===== src/logic/bit_carry_pkg.sv =====
// bit_carry_pkg: operation codes, addressing forms, field widths and state codes
// assumes: shared by bit_carry_logic_unit and bit_select_mod
package bit_carry_pkg;
   localparam int DATA_W = 8;
   localparam int IDX_W = 3;
   localparam int REG_W = 3;
   localparam int ADDR_W = 8;
   localparam int OP_W = 4;
   localparam int MODE_W = 2;
   localparam int SRC_W = 1;
   localparam logic [7:0] IND_BASE_ADDR = 8'h00;

   typedef enum logic [3:0] {
      carry_xor_bit = 4'h0,
      carry_xor_inv_bit = 4'h1,
      carry_load_bit = 4'h2,
      carry_load_inv_bit = 4'h3,
      carry_store_bit = 4'h4,
      carry_store_inv_bit = 4'h5,
      carry_and_bit = 4'h6,
      carry_and_inv_bit = 4'h7,
      carry_or_bit = 4'h8,
      carry_or_inv_bit = 4'h9,
      bit_set_op = 4'hA,
      bit_clear_op = 4'hB,
      bit_invert_op = 4'hC,
      bit_test_op = 4'hD
   } bit_op_e;

   typedef enum logic [1:0] {
      mode_reg_direct = 2'h0,
      mode_reg_indirect = 2'h1,
      mode_absolute = 2'h2
   } addr_mode_e;

   typedef enum logic [0:0] {
      idx_immediate = 1'b0,
      idx_register = 1'b1
   } idx_src_e;

   // gray path: idle -> read -> wait -> write -> (back to idle)
   typedef enum logic [1:0] {
      st_idle = 2'b00,
      st_read = 2'b01,
      st_wait = 2'b11,
      st_write = 2'b10
   } unit_state_e;
endpackage


===== src/logic/bit_carry_logic_unit.sv =====
// bit_carry_logic_unit: carry-flag and single-bit execution for the bit instructions
// assumes: decoder presents one instruction per start pulse and holds it until done;
// register file read ports are combinational; memory answers a read with rd_valid
`timescale 1ns/100ps
module bit_carry_logic_unit
   import bit_carry_pkg::*;
(
   input wire logic clk_sys_i,
   input wire logic rst_n_i,
   // decoder side
   input wire logic start_i,
   input wire logic [OP_W-1:0] op_i,
   input wire logic [MODE_W-1:0] mode_i,
   input wire logic [SRC_W-1:0] idx_src_i,
   input wire logic [IDX_W-1:0] imm_idx_i,
   input wire logic [REG_W-1:0] operand_register_field_i,
   input wire logic [REG_W-1:0] bit_index_register_field_i,
   input wire logic [ADDR_W-1:0] abs_addr_i,
   input wire logic carry_i,
   input wire logic zero_i,
   // register file side
   output logic [REG_W-1:0] rf_rd_a_sel_o,
   input wire logic [DATA_W-1:0] rf_rd_a_data_i,
   output logic [REG_W-1:0] rf_rd_b_sel_o,
   input wire logic [DATA_W-1:0] rf_rd_b_data_i,
   output logic rf_wr_en_o,
   output logic [REG_W-1:0] rf_wr_sel_o,
   output logic [DATA_W-1:0] rf_wr_data_o,
   // memory side
   output logic mem_rd_o,
   output logic mem_wr_o,
   output logic [ADDR_W-1:0] mem_addr_o,
   output logic [DATA_W-1:0] mem_wr_data_o,
   input wire logic mem_rd_valid_i,
   input wire logic [DATA_W-1:0] mem_rd_data_i,
   // results
   output logic carry_o,
   output logic carry_wr_o,
   output logic zero_o,
   output logic zero_wr_o,
   output logic illegal_o,
   output logic busy_o,
   output logic done_o
);
   // ---------------------------------------------------------------
   // operand decode
   // ---------------------------------------------------------------
   unit_state_e state;
   unit_state_e next_state;
   bit_op_e op_q;
   addr_mode_e mode_q;
   logic [IDX_W-1:0] idx_q;
   logic [REG_W-1:0] rn_q;
   logic [ADDR_W-1:0] addr_q;
   logic carry_q;
   logic [DATA_W-1:0] mem_byte_q;

   wire bit_op_e op_w = bit_op_e'(op_i);
   wire logic is_bit_change = (op_w == bit_set_op) || (op_w == bit_clear_op) || (op_w == bit_invert_op);
   wire logic is_bit_family = is_bit_change || (op_w == bit_test_op);
   // only the set/clear/invert/test group may take its index from a register
   wire logic reg_idx_ok = is_bit_family;
   wire logic idx_bad = (idx_src_i == idx_register) && !reg_idx_ok;
   wire logic op_bad = (op_i > 4'hD);
   wire logic mode_bad = (mode_i == 2'h3);
   // a refused request still answers with done, so the decoder never stalls
   wire logic start_bad = start_i && (state == st_idle) && (idx_bad || op_bad || mode_bad);
   wire logic start_ok = start_i && (state == st_idle) && !(idx_bad || op_bad || mode_bad);

   // register index keeps only the low three bits
   wire logic [IDX_W-1:0] reg_idx = rf_rd_b_data_i[IDX_W-1:0];
   wire logic [IDX_W-1:0] sel_idx = (idx_src_i == idx_register) ? reg_idx : imm_idx_i;
   // indirect pointer comes from the operand register
   // limitation: pointer and index are read at start, so a write landing that same edge is missed
   wire logic [ADDR_W-1:0] ind_addr = IND_BASE_ADDR | rf_rd_a_data_i;
   wire logic [ADDR_W-1:0] sel_addr = (mode_i == mode_absolute) ? abs_addr_i : ind_addr;

   assign rf_rd_a_sel_o = (state == st_idle) ? operand_register_field_i : rn_q;
   assign rf_rd_b_sel_o = bit_index_register_field_i;

   // ---------------------------------------------------------------
   // bit select and merge
   // ---------------------------------------------------------------
   // direct operands are read in the write state, after an earlier store has landed
   wire logic from_mem = (mode_q != mode_reg_direct);
   wire logic [DATA_W-1:0] src_byte = from_mem ? mem_byte_q : rf_rd_a_data_i;
   wire logic picked;
   logic new_bit;
   wire logic [DATA_W-1:0] merged;

   bit_select_mod u_sel (
      .byte_i(src_byte),
      .index_i(idx_q),
      .new_bit_i(new_bit),
      .picked_o(picked),
      .merged_o(merged)
   );

   // ---------------------------------------------------------------
   // carry, zero and new bit per operation
   // ---------------------------------------------------------------
   logic next_carry;
   logic carry_upd;
   logic bit_upd;
   logic zero_upd;

   always_comb begin
      next_carry = carry_q;
      carry_upd = 1'b0;
      bit_upd = 1'b0;
      zero_upd = 1'b0;
      new_bit = picked;
      case (op_q)
         carry_xor_bit: begin
            next_carry = carry_q ^ picked;
            carry_upd = 1'b1;
         end
         carry_xor_inv_bit: begin
            next_carry = carry_q ^ ~picked;
            carry_upd = 1'b1;
         end
         carry_load_bit: begin
            next_carry = picked;
            carry_upd = 1'b1;
         end
         carry_load_inv_bit: begin
            next_carry = ~picked;
            carry_upd = 1'b1;
         end
         carry_store_bit: begin
            new_bit = carry_q;
            bit_upd = 1'b1;
         end
         carry_store_inv_bit: begin
            new_bit = ~carry_q;
            bit_upd = 1'b1;
         end
         carry_and_bit: begin
            next_carry = carry_q & picked;
            carry_upd = 1'b1;
         end
         carry_and_inv_bit: begin
            next_carry = carry_q & ~picked;
            carry_upd = 1'b1;
         end
         carry_or_bit: begin
            next_carry = carry_q | picked;
            carry_upd = 1'b1;
         end
         carry_or_inv_bit: begin
            next_carry = carry_q | ~picked;
            carry_upd = 1'b1;
         end
         bit_set_op: begin
            new_bit = 1'b1;
            bit_upd = 1'b1;
         end
         bit_clear_op: begin
            new_bit = 1'b0;
            bit_upd = 1'b1;
         end
         bit_invert_op: begin
            new_bit = ~picked;
            bit_upd = 1'b1;
         end
         bit_test_op: begin
            zero_upd = 1'b1;
         end
         default: begin
            next_carry = carry_q;
         end
      endcase
   end

   // ---------------------------------------------------------------
   // sequencer
   // ---------------------------------------------------------------
   // register operands finish in st_write; memory operands read first
   wire logic exec_now = (state == st_write);
   wire logic mem_write_now = exec_now && from_mem && bit_upd;

   always_comb begin
      next_state = state;
      case (state)
         st_idle: begin
            if (start_ok) begin
               next_state = (mode_i == mode_reg_direct) ? st_write : st_read;
            end
         end
         st_read: begin
            next_state = st_wait;
         end
         st_wait: begin
            if (mem_rd_valid_i) begin
               next_state = st_write;
            end
         end
         st_write: begin
            next_state = st_idle;
         end
         default: begin
            next_state = st_idle;
         end
      endcase
   end

   // ---------------------------------------------------------------
   // state and request registers
   // ---------------------------------------------------------------
   always_ff @(posedge clk_sys_i) begin
      if (!rst_n_i) begin
         state <= st_idle;
      end else begin
         state <= next_state;
      end
   end

   always_ff @(posedge clk_sys_i) begin
      if (!rst_n_i) begin
         op_q <= carry_xor_bit;
         mode_q <= mode_reg_direct;
         idx_q <= 3'h0;
         rn_q <= 3'h0;
         addr_q <= 8'h00;
         carry_q <= 1'b0;
      end else if (start_ok) begin
         op_q <= op_w;
         mode_q <= addr_mode_e'(mode_i);
         idx_q <= sel_idx;
         rn_q <= operand_register_field_i;
         addr_q <= sel_addr;
         carry_q <= carry_i;
      end
   end

   // one capture per request; the write-back merges into this copy, never a second read
   always_ff @(posedge clk_sys_i) begin
      if (!rst_n_i) begin
         mem_byte_q <= 8'h00;
      end else if (state == st_wait && mem_rd_valid_i) begin
         mem_byte_q <= mem_rd_data_i;
      end
   end

   // ---------------------------------------------------------------
   // outputs
   // ---------------------------------------------------------------
   always_ff @(posedge clk_sys_i) begin
      if (!rst_n_i) begin
         rf_wr_en_o <= 1'b0;
         rf_wr_sel_o <= 3'h0;
         rf_wr_data_o <= 8'h00;
         mem_wr_o <= 1'b0;
         mem_wr_data_o <= 8'h00;
      end else begin
         rf_wr_en_o <= exec_now && !from_mem && bit_upd;
         rf_wr_sel_o <= rn_q;
         rf_wr_data_o <= merged;
         mem_wr_o <= mem_write_now;
         mem_wr_data_o <= merged;
      end
   end

   // ---------------------------------------------------------------
   // flag and completion outputs
   // ---------------------------------------------------------------
   // flags load in every st_write and hold otherwise; the decoder reads them only on the write pulses
   always_ff @(posedge clk_sys_i) begin
      if (!rst_n_i) begin
         carry_o <= 1'b0;
         carry_wr_o <= 1'b0;
         zero_o <= 1'b0;
         zero_wr_o <= 1'b0;
         done_o <= 1'b0;
         illegal_o <= 1'b0;
      end else begin
         carry_o <= exec_now ? next_carry : carry_o;
         carry_wr_o <= exec_now && carry_upd;
         zero_o <= exec_now ? ~picked : zero_o;
         zero_wr_o <= exec_now && zero_upd;
         done_o <= exec_now || start_bad;
         illegal_o <= start_bad;
      end
   end

   assign mem_rd_o = (state == st_read);
   // held from start to the next start, so a slow far side may sample it late
   assign mem_addr_o = addr_q;
   assign busy_o = (state != st_idle);
endmodule


===== src/logic/bit_select_mod.sv =====
// bit_select_mod: picks one bit of a byte and builds the byte with that bit replaced
// assumes: purely combinational, index already reduced to three bits
`timescale 1ns/100ps
module bit_select_mod
   import bit_carry_pkg::*;
(
   input wire logic [DATA_W-1:0] byte_i,
   input wire logic [IDX_W-1:0] index_i,
   input wire logic new_bit_i,
   output logic picked_o,
   output logic [DATA_W-1:0] merged_o
);
   wire logic [DATA_W-1:0] one_hot = 8'h01 << index_i;

   assign picked_o = byte_i[index_i];
   // only the selected bit changes, the rest pass through
   assign merged_o = (byte_i & ~one_hot) | (new_bit_i ? one_hot : 8'h00);
endmodule

===== config.mk =====
export PLATFORM = sky130hd
export DESIGN_NAME = bit_carry_logic_unit
export DESIGN_NICKNAME = d
export VERILOG_FILES = /design/src/logic/bit_carry_pkg.sv /design/src/logic/bit_carry_logic_unit.sv /design/src/logic/bit_select_mod.sv
export SDC_FILE = /design/constraint.sdc
export NUM_CORES = 1
export LEC_CHECK = 0
export ABC_CLOCK_PERIOD_IN_PS = 2350
export BUFFER_PORTS_ARGS = -buffer_cell sky130_fd_sc_hd__buf_2
export CORE_UTILIZATION = 49
export DETAILED_ROUTE_END_ITERATION = 8
export GPL_TIMING_DRIVEN = 0
export HOLD_SLACK_MARGIN = 0.1
export PLACE_DENSITY = 0.82
export SKIP_LAST_GASP = 1
export SYNTH_ARGS = -nofsm -noshare
export SYNTH_HDL_FRONTEND = slang
export SYNTH_SLANG_ARGS = --single-unit

===== constraint.sdc =====
create_clock -name clk_sys_i -period 2.35 [get_ports clk_sys_i]
set_input_delay 0.47 -clock clk_sys_i [delete_from_list [all_inputs] [get_ports clk_sys_i]]
set_output_delay 0.47 -clock clk_sys_i [all_outputs]
set_load 0.005 [all_outputs]

==> Word level (Yosys, flattened, before mapping) <==
Index checks and enable logic that the tools add are counted.
{ "op_classes": {"n_shift": 1, "muxes": 16, "n_addsub": 0, "mul": 0, "reduce_logical": 28, "div": 0, "order_cmp": 2, "eq_ne": 24, "bitwise_logic": 11} }
{ "ops": {"columns": ["operator", "n"], "rows": [
  ["4-bit == test (second input constant)", 10],
  ["8-bit two-way mux", 3],
  ["4-bit by 3-bit == test with 1-bit output (second input constant)", 4],
  ["1-bit logical AND", 11],
  ["8-bit AND", 1],
  ["2-bit == test (second input constant)", 4],
  ["4-bit by 2-bit == test with 1-bit output (second input constant)", 2],
  ["8-bit inverter", 1],
  ["8-bit OR", 1],
  ["1-bit one-hot mux with 8 select lines", 1],
  ["2-bit one-hot mux with 4 select lines", 1],
  ["8-bit OR reduction", 1],
  ["1-bit by 3-bit << shifter with 8-bit output (first input constant)", 1],
  ["1-bit logical OR", 6],
  ["2-bit two-way mux", 3],
  ["3-bit two-way mux", 2],
  ["1-bit one-hot mux with 5 select lines", 1],
  ["5-bit OR reduction", 1],
  ["4-bit by 1-bit == test with 1-bit output (second input constant)", 1],
  ["4-bit > comparator (second input constant)", 1],
  ["2-bit zero test", 2],
  ["4-bit zero test", 1],
  ["3-bit by 4-bit < comparator with 1-bit output (second input constant)", 1],
  ["1-bit two-way mux", 4],
  ["other kinds (10)", 18]
]} }
{ "totals": {"elab_cells": 100, "regBits": 50, "output_inout_bits": 43, "rom_bits": 0, "n_memories": 0, "latch_bits": 0, "inputBits": 54, "ram_bits": 0} }

==> Longest topological paths before layout <==
{ "depth": {"word_depth": 12, "depth_mapped": 9, "ltp_nobuf": 6} }

==> Modules after synthesis <==
Synthesis repeated with hierarchy kept, for this count alone.
{ "hier_totals": {"hier_cells": 250, "area_unflattened_um2": 2412.3} }
{ "modules_own_cells": {"columns": ["module", "cells_per_inst", "area_each_um2", "seq_area_each_um2", "instances"], "rows": [
  ["bit_carry_logic_unit", 228, 2177.1, 1001.0, 1],
  ["bit_select_mod", 22, 235.2, 0.0, 1]
]} }

==> Worst setup path after synthesis <==
No wires, ideal clock.
{ "synth_path": {"path_type": "input -> register", "from": "in rf_rd_a_data_i[2]", "to": "reg carry_o", "setup_time_ns": 0.121, "t_arrival_ns": 1.834, "required_ns": 2.229, "path_stages": 7, "slack_ns": 0.395, "path_buffers": 1, "path_cell_list": "or3b_4 > a31oi_4 > nand4_2 > and2_4 > buf_6 > xnor2_2 > mux2_4"} }
{ "synth_between": {"elab_chain_len": 6, "elab_cells_between_ends": 11, "cone_classes": "mux: 4; bitwise: 7"} }
{ "synth_rtl": {"columns": ["element", "line_no", "text"], "rows": [
  ["from (decl)", "bit_carry_logic_unit.sv:23", "input wire logic [DATA_W-1:0] rf_rd_a_data_i,"],
  ["8-bit two-way mux *", "bit_carry_logic_unit.sv:86", "wire logic [DATA_W-1:0] src_byte = from_mem ? mem_byte_q : rf_rd_a_data_i;"],
  ["1-bit binary-select mux with 3-bit select *", "bit_select_mod.sv:15", "assign picked_o = byte_i[index_i];"],
  ["1-bit two-way mux (implied by the code) *", "bit_select_mod.sv:15", null],
  ["1-bit inverter", null, null],
  ["1-bit OR, or another cell as far along", "bit_carry_logic_unit.sv:151", "next_carry = carry_q | ~picked;"],
  ["1-bit one-hot mux with 8 select lines *", "bit_carry_logic_unit.sv:113", "case (op_q)"],
  ["to (signal assigned)", "bit_carry_logic_unit.sv:277", "carry_o <= exec_now ? next_carry : carry_o;"],
  ["to (decl)", "bit_carry_logic_unit.sv:37", "output logic carry_o,"]
]} }
Mark *: on every way between the ends. The rest lies on a longest branch, timed or not. The select of a mux whose other input is x is not followed.
A chain may end at the register's enable or synchronous reset.

==> Worst setup path after layout <==
{ "layout_path": {"from": "reg state[0]", "to": "out rf_rd_a_sel_o[0]"} }
{ "layout_between": {"elab_chain_len": 2} }
{ "layout_rtl": {"columns": ["element", "line_no", "text"], "rows": [
  ["from (decl)", "bit_carry_logic_unit.sv:48", "unit_state_e state;"],
  ["from (signal assigned)", "bit_carry_logic_unit.sv:212", "state <= st_idle;"],
  ["from (signal assigned)", "bit_carry_logic_unit.sv:214", "state <= next_state;"],
  ["2-bit zero test", "bit_carry_logic_unit.sv:78", "assign rf_rd_a_sel_o = (state == st_idle) ? operand_register_field_i : rn_q;"],
  ["3-bit two-way mux", "bit_carry_logic_unit.sv:78", null],
  ["to (decl)", "bit_carry_logic_unit.sv:22", "output logic [REG_W-1:0] rf_rd_a_sel_o,"]
]} }
No other way between the ends.

==> flow_metrics.tcl <==
set metrics [dict create \
    status "complete, no violations" \
    slew_headroom_pct 47.4 \
    fin_nets 443 \
    swShare_pct 30.2 \
    p_sw_uw 575 \
    yosys.area.top_type "dfxtp_1" \
    holdPathEnd "carry_q$_SDFFE_PN0P_" \
    clkTransAtPathRegs_ns 0.11 \
    ctsHoldBuffers 0 \
    hold_depth 3 \
    synthAdderAreaFrac_pct 0 \
    port_buffers 86 \
    crit_family "simple AND/OR/NAND/NOR gates" \
    synthFlopType "dfxtp_1" \
    overflow 0 \
    cts_sinks 50 \
    final_common_cell "buf_2" \
    async_flop_share_pct 0 \
    ant_nets 0 \
    setup_slack_ns 0.266 \
    place_ws_ns 0.106 \
    drive_above_1_share_pct 33.3 \
    power_per_cell_area_mw_per_mm2 612 \
    r2r_slack_ns 0.31 \
    crit_arrival_ns 1.61 \
    wirelength_um 6180 \
    setup_viol_count_final 0 \
    grt_antenna_before_repair 0 \
    synth_xor_area_share_pct 0.651 \
    grt_pass1_vias 2078 \
    hold_class "primary input to register" \
    synthDistinctLibCells 46 \
    gp_congestion 0.906 \
    cp_max_fo 7 \
    grt_max_degree 19 \
    avgRoutedWirePerCell_um 13.5 \
    synth_fp_nets 350 \
    grt_pass1_wl_um 9720 \
    p_leak_nw 1.45 \
    grt_setup_unrepaired "no" \
    synth-compound-area-share_pct 15.1 \
    num_vias 2420 \
    yosysTopAreaCellShare_pct 40.0 \
    max_stage_delay_ns 0.41 \
    pwr-share-clk_pct 28.4 \
    first_pass_iters 4 \
    slew_viol_final 0 \
    sequentialPowerShare_pct 49.0 \
    layout_common_cells "93 x buf_2, 50 x dfxtp_1, 37 x nor2_1, 37 x nand2_1, 20 x mux2i_1" \
    htree_levels 2 \
    io_pins 97 \
    cts_max_path_buffers 2 \
    yosys_register_bits 50 \
    yosysSeqAreaShare_pct 40.0 \
    tns_ns 0 \
    crit_path_top_delay_cell "nor2_1" \
    die_w_um 73.4 \
    timing.final.hold_violations 0 \
    grt_use_total_pct 23.9 \
    power.internal_mw 1.33 \
    synthMuxAreaShare_pct 9.96 \
    tightest_slew_ns 0.788 \
    reg2reg_to "carry_o$_SDFFE_PN0P_" \
    cts_setup_buffers 0 \
    cts_tree "yes" \
    final_cell_area_mm2 0.00311 \
    maxCapViolations 0 \
    reg2regPathDepth 8 \
    cts-root-buf "clkbuf_8" \
    synth_edf_count 0 \
    rows 25 \
    cp-end-kind "output port" \
    comb_power_share_pct 22.6 \
    start_util_pct 51.9 \
    synth_top_family_by_area "simple AND/OR/NAND/NOR gates" \
    syn_to_final_growth_pct 24.5 \
    dpl.hpwl_um 4660 \
    synth_top_cells_by_area "dfxtp_1 40%, mux2i_1 8.0%, nand2_1 5.6%" \
    avgSynthCellArea_um2 8.45 \
    max_freq_ghz 0.480 \
    peakVddDrop_v 0.000408 \
    die_h_um 73.4 \
    crit_chain "nor2_1, mux2_2, buf_2" \
    reg2reg_from "mode_q[1]$_SDFFE_PN0P_" \
    yosysWarningCount 0 \
    criticalPathCategory "register to output port" \
    critPathBufInv 1 \
    coreArea_mm2 0.00482 \
    dpl_cell_area_mm2 0.00301 \
    synth_area_mm2 0.00250 \
    worstSkewPairLatency_ns 0.32 \
    required_ns 1.88 \
    avgViaCountPerCell 5.30 \
    diodes 0 \
    cts_resized 0 \
    critPathLaunchType "register" \
    synth-simple-area-share_pct 26.5 \
    worstHoldStart "carry_i" \
    dieArea_mm2 0.00539 \
    fin_crit_ns 2.08 \
    postLayoutCoreUtil_pct 64.6 \
    drt-initial-drc-count 147 \
    numCtsBuffers 5 \
    syn_inst 296 \
    route.detailed.drc 0 \
    finalCritPeriodShare_pct 88.7 \
    skew_ns 0.0138 \
]
sequential cells by signal, indices dropped and copies added (netlist names), 2 cells and up:
signal	count
idx_q	3
mem_addr_o	8
mem_byte_q	8
mem_wr_data_o	8
mode_q	2
op_q	4
rf_wr_sel_o	3
rn_q	3
state	2
worst max-delay path by stage:
| stage | depth (start not counted) | slack (ns) | to | startpoint |
|---|---|---|---|---|
| floorplan | 7 | 0.39 | carry_o$_SDFFE_PN0P_ | rf_rd_a_data_i[2] |
| global placement | 8 | 0.21 | carry_o$_SDFFE_PN0P_ | rf_rd_a_data_i[2] |
| detailed placement | 8 | 0.11 | mem_addr_o[3]$_SDFFE_PN0P_ | op_i[2] |
| CTS | 3 | 0.26 | rf_rd_a_sel_o[2] | state[0]$_SDFFE_PN0P_ |
| global route | 3 | 0.16 | rf_rd_a_sel_o[0] | state[0]$_SDFFE_PN0P_ |
| finish | 3 | 0.27 | rf_rd_a_sel_o[0] | state[0]$_SDFFE_PN0P_ |
layout make-up:
class	count	area, um2
Buffer	29	174
Clock buffer	5	68.8
Clock inverter	3	28.8
Fill cell	465	1710
Inverter	5	18.8
Multi-Input combinational cell	212	1310
Sequential cell	50	1000
Tap cell	67	83.8
Timing Repair Buffer	86	430
power groups by stage:
stage               Sequential, mW  Combinational, mW  Clock, mW
finish                       0.932              0.430      0.542
detailed placement           0.951              0.426          0
global route                 0.939              0.476      0.579
floorplan                    0.951              0.273          0
CTS                          0.932              0.430      0.544
global placement             0.949              0.419          0
logic make-up (layout without fill, tap and decap cells):
family / after synthesis / count (layout)
buf+inv: 34 / 128
simple gates: 132 / 132
flops: 50 / 50
mux: 24 / 24
compound gates: 55 / 55
xor+xnor: 1 / 1
worst min-delay path, stage by stage:
cell and delay, ns:
buf_2 0.10, nand2_1 0.05, a21oi_1 0.05
per-stage QoR:
| stage | total power [mW] | hold WS (ns) | instances |
|---|---|---|---|
| after global routing | 1.99 | 0.393 | 457 |
| after CTS | 1.91 | 0.381 | 457 |
| after detailed placement | 1.38 | 0.467 | 449 |
| after global placement | 1.37 | 0.452 | 449 |
| after floorplan | 1.22 | 0.442 | 296 |
| final | 1.90 | 0.381 | 457 |
synth_stat cells, types with 3 or more instances:
library cell  number
dfxtp_1           50
nand2_1           37
nor2_1            37
mux2i_1           20
a21oi_1           15
nor3_1            14
a211oi_1          11
buf_4             11
nand3_1           11
clkbuf_1           8
buf_2              7
nor2b_1            7
o21ai_1            7
a32o_1             5
o21ai_0            5
and2_1             4
inv_1              4
or3b_1             4
mux2_2             3
nand3b_1           3
layer usage:
layer	GRT usage (%)	up-vias	part of all wire (%)
li1	-	1215	-
met1	32.0	1114	46
met2	39.9	83	48
met3	4.12	8	5.0
met4	6.62	0	1.2
met5	0	-	0
(Power assumes the default switching activity.)
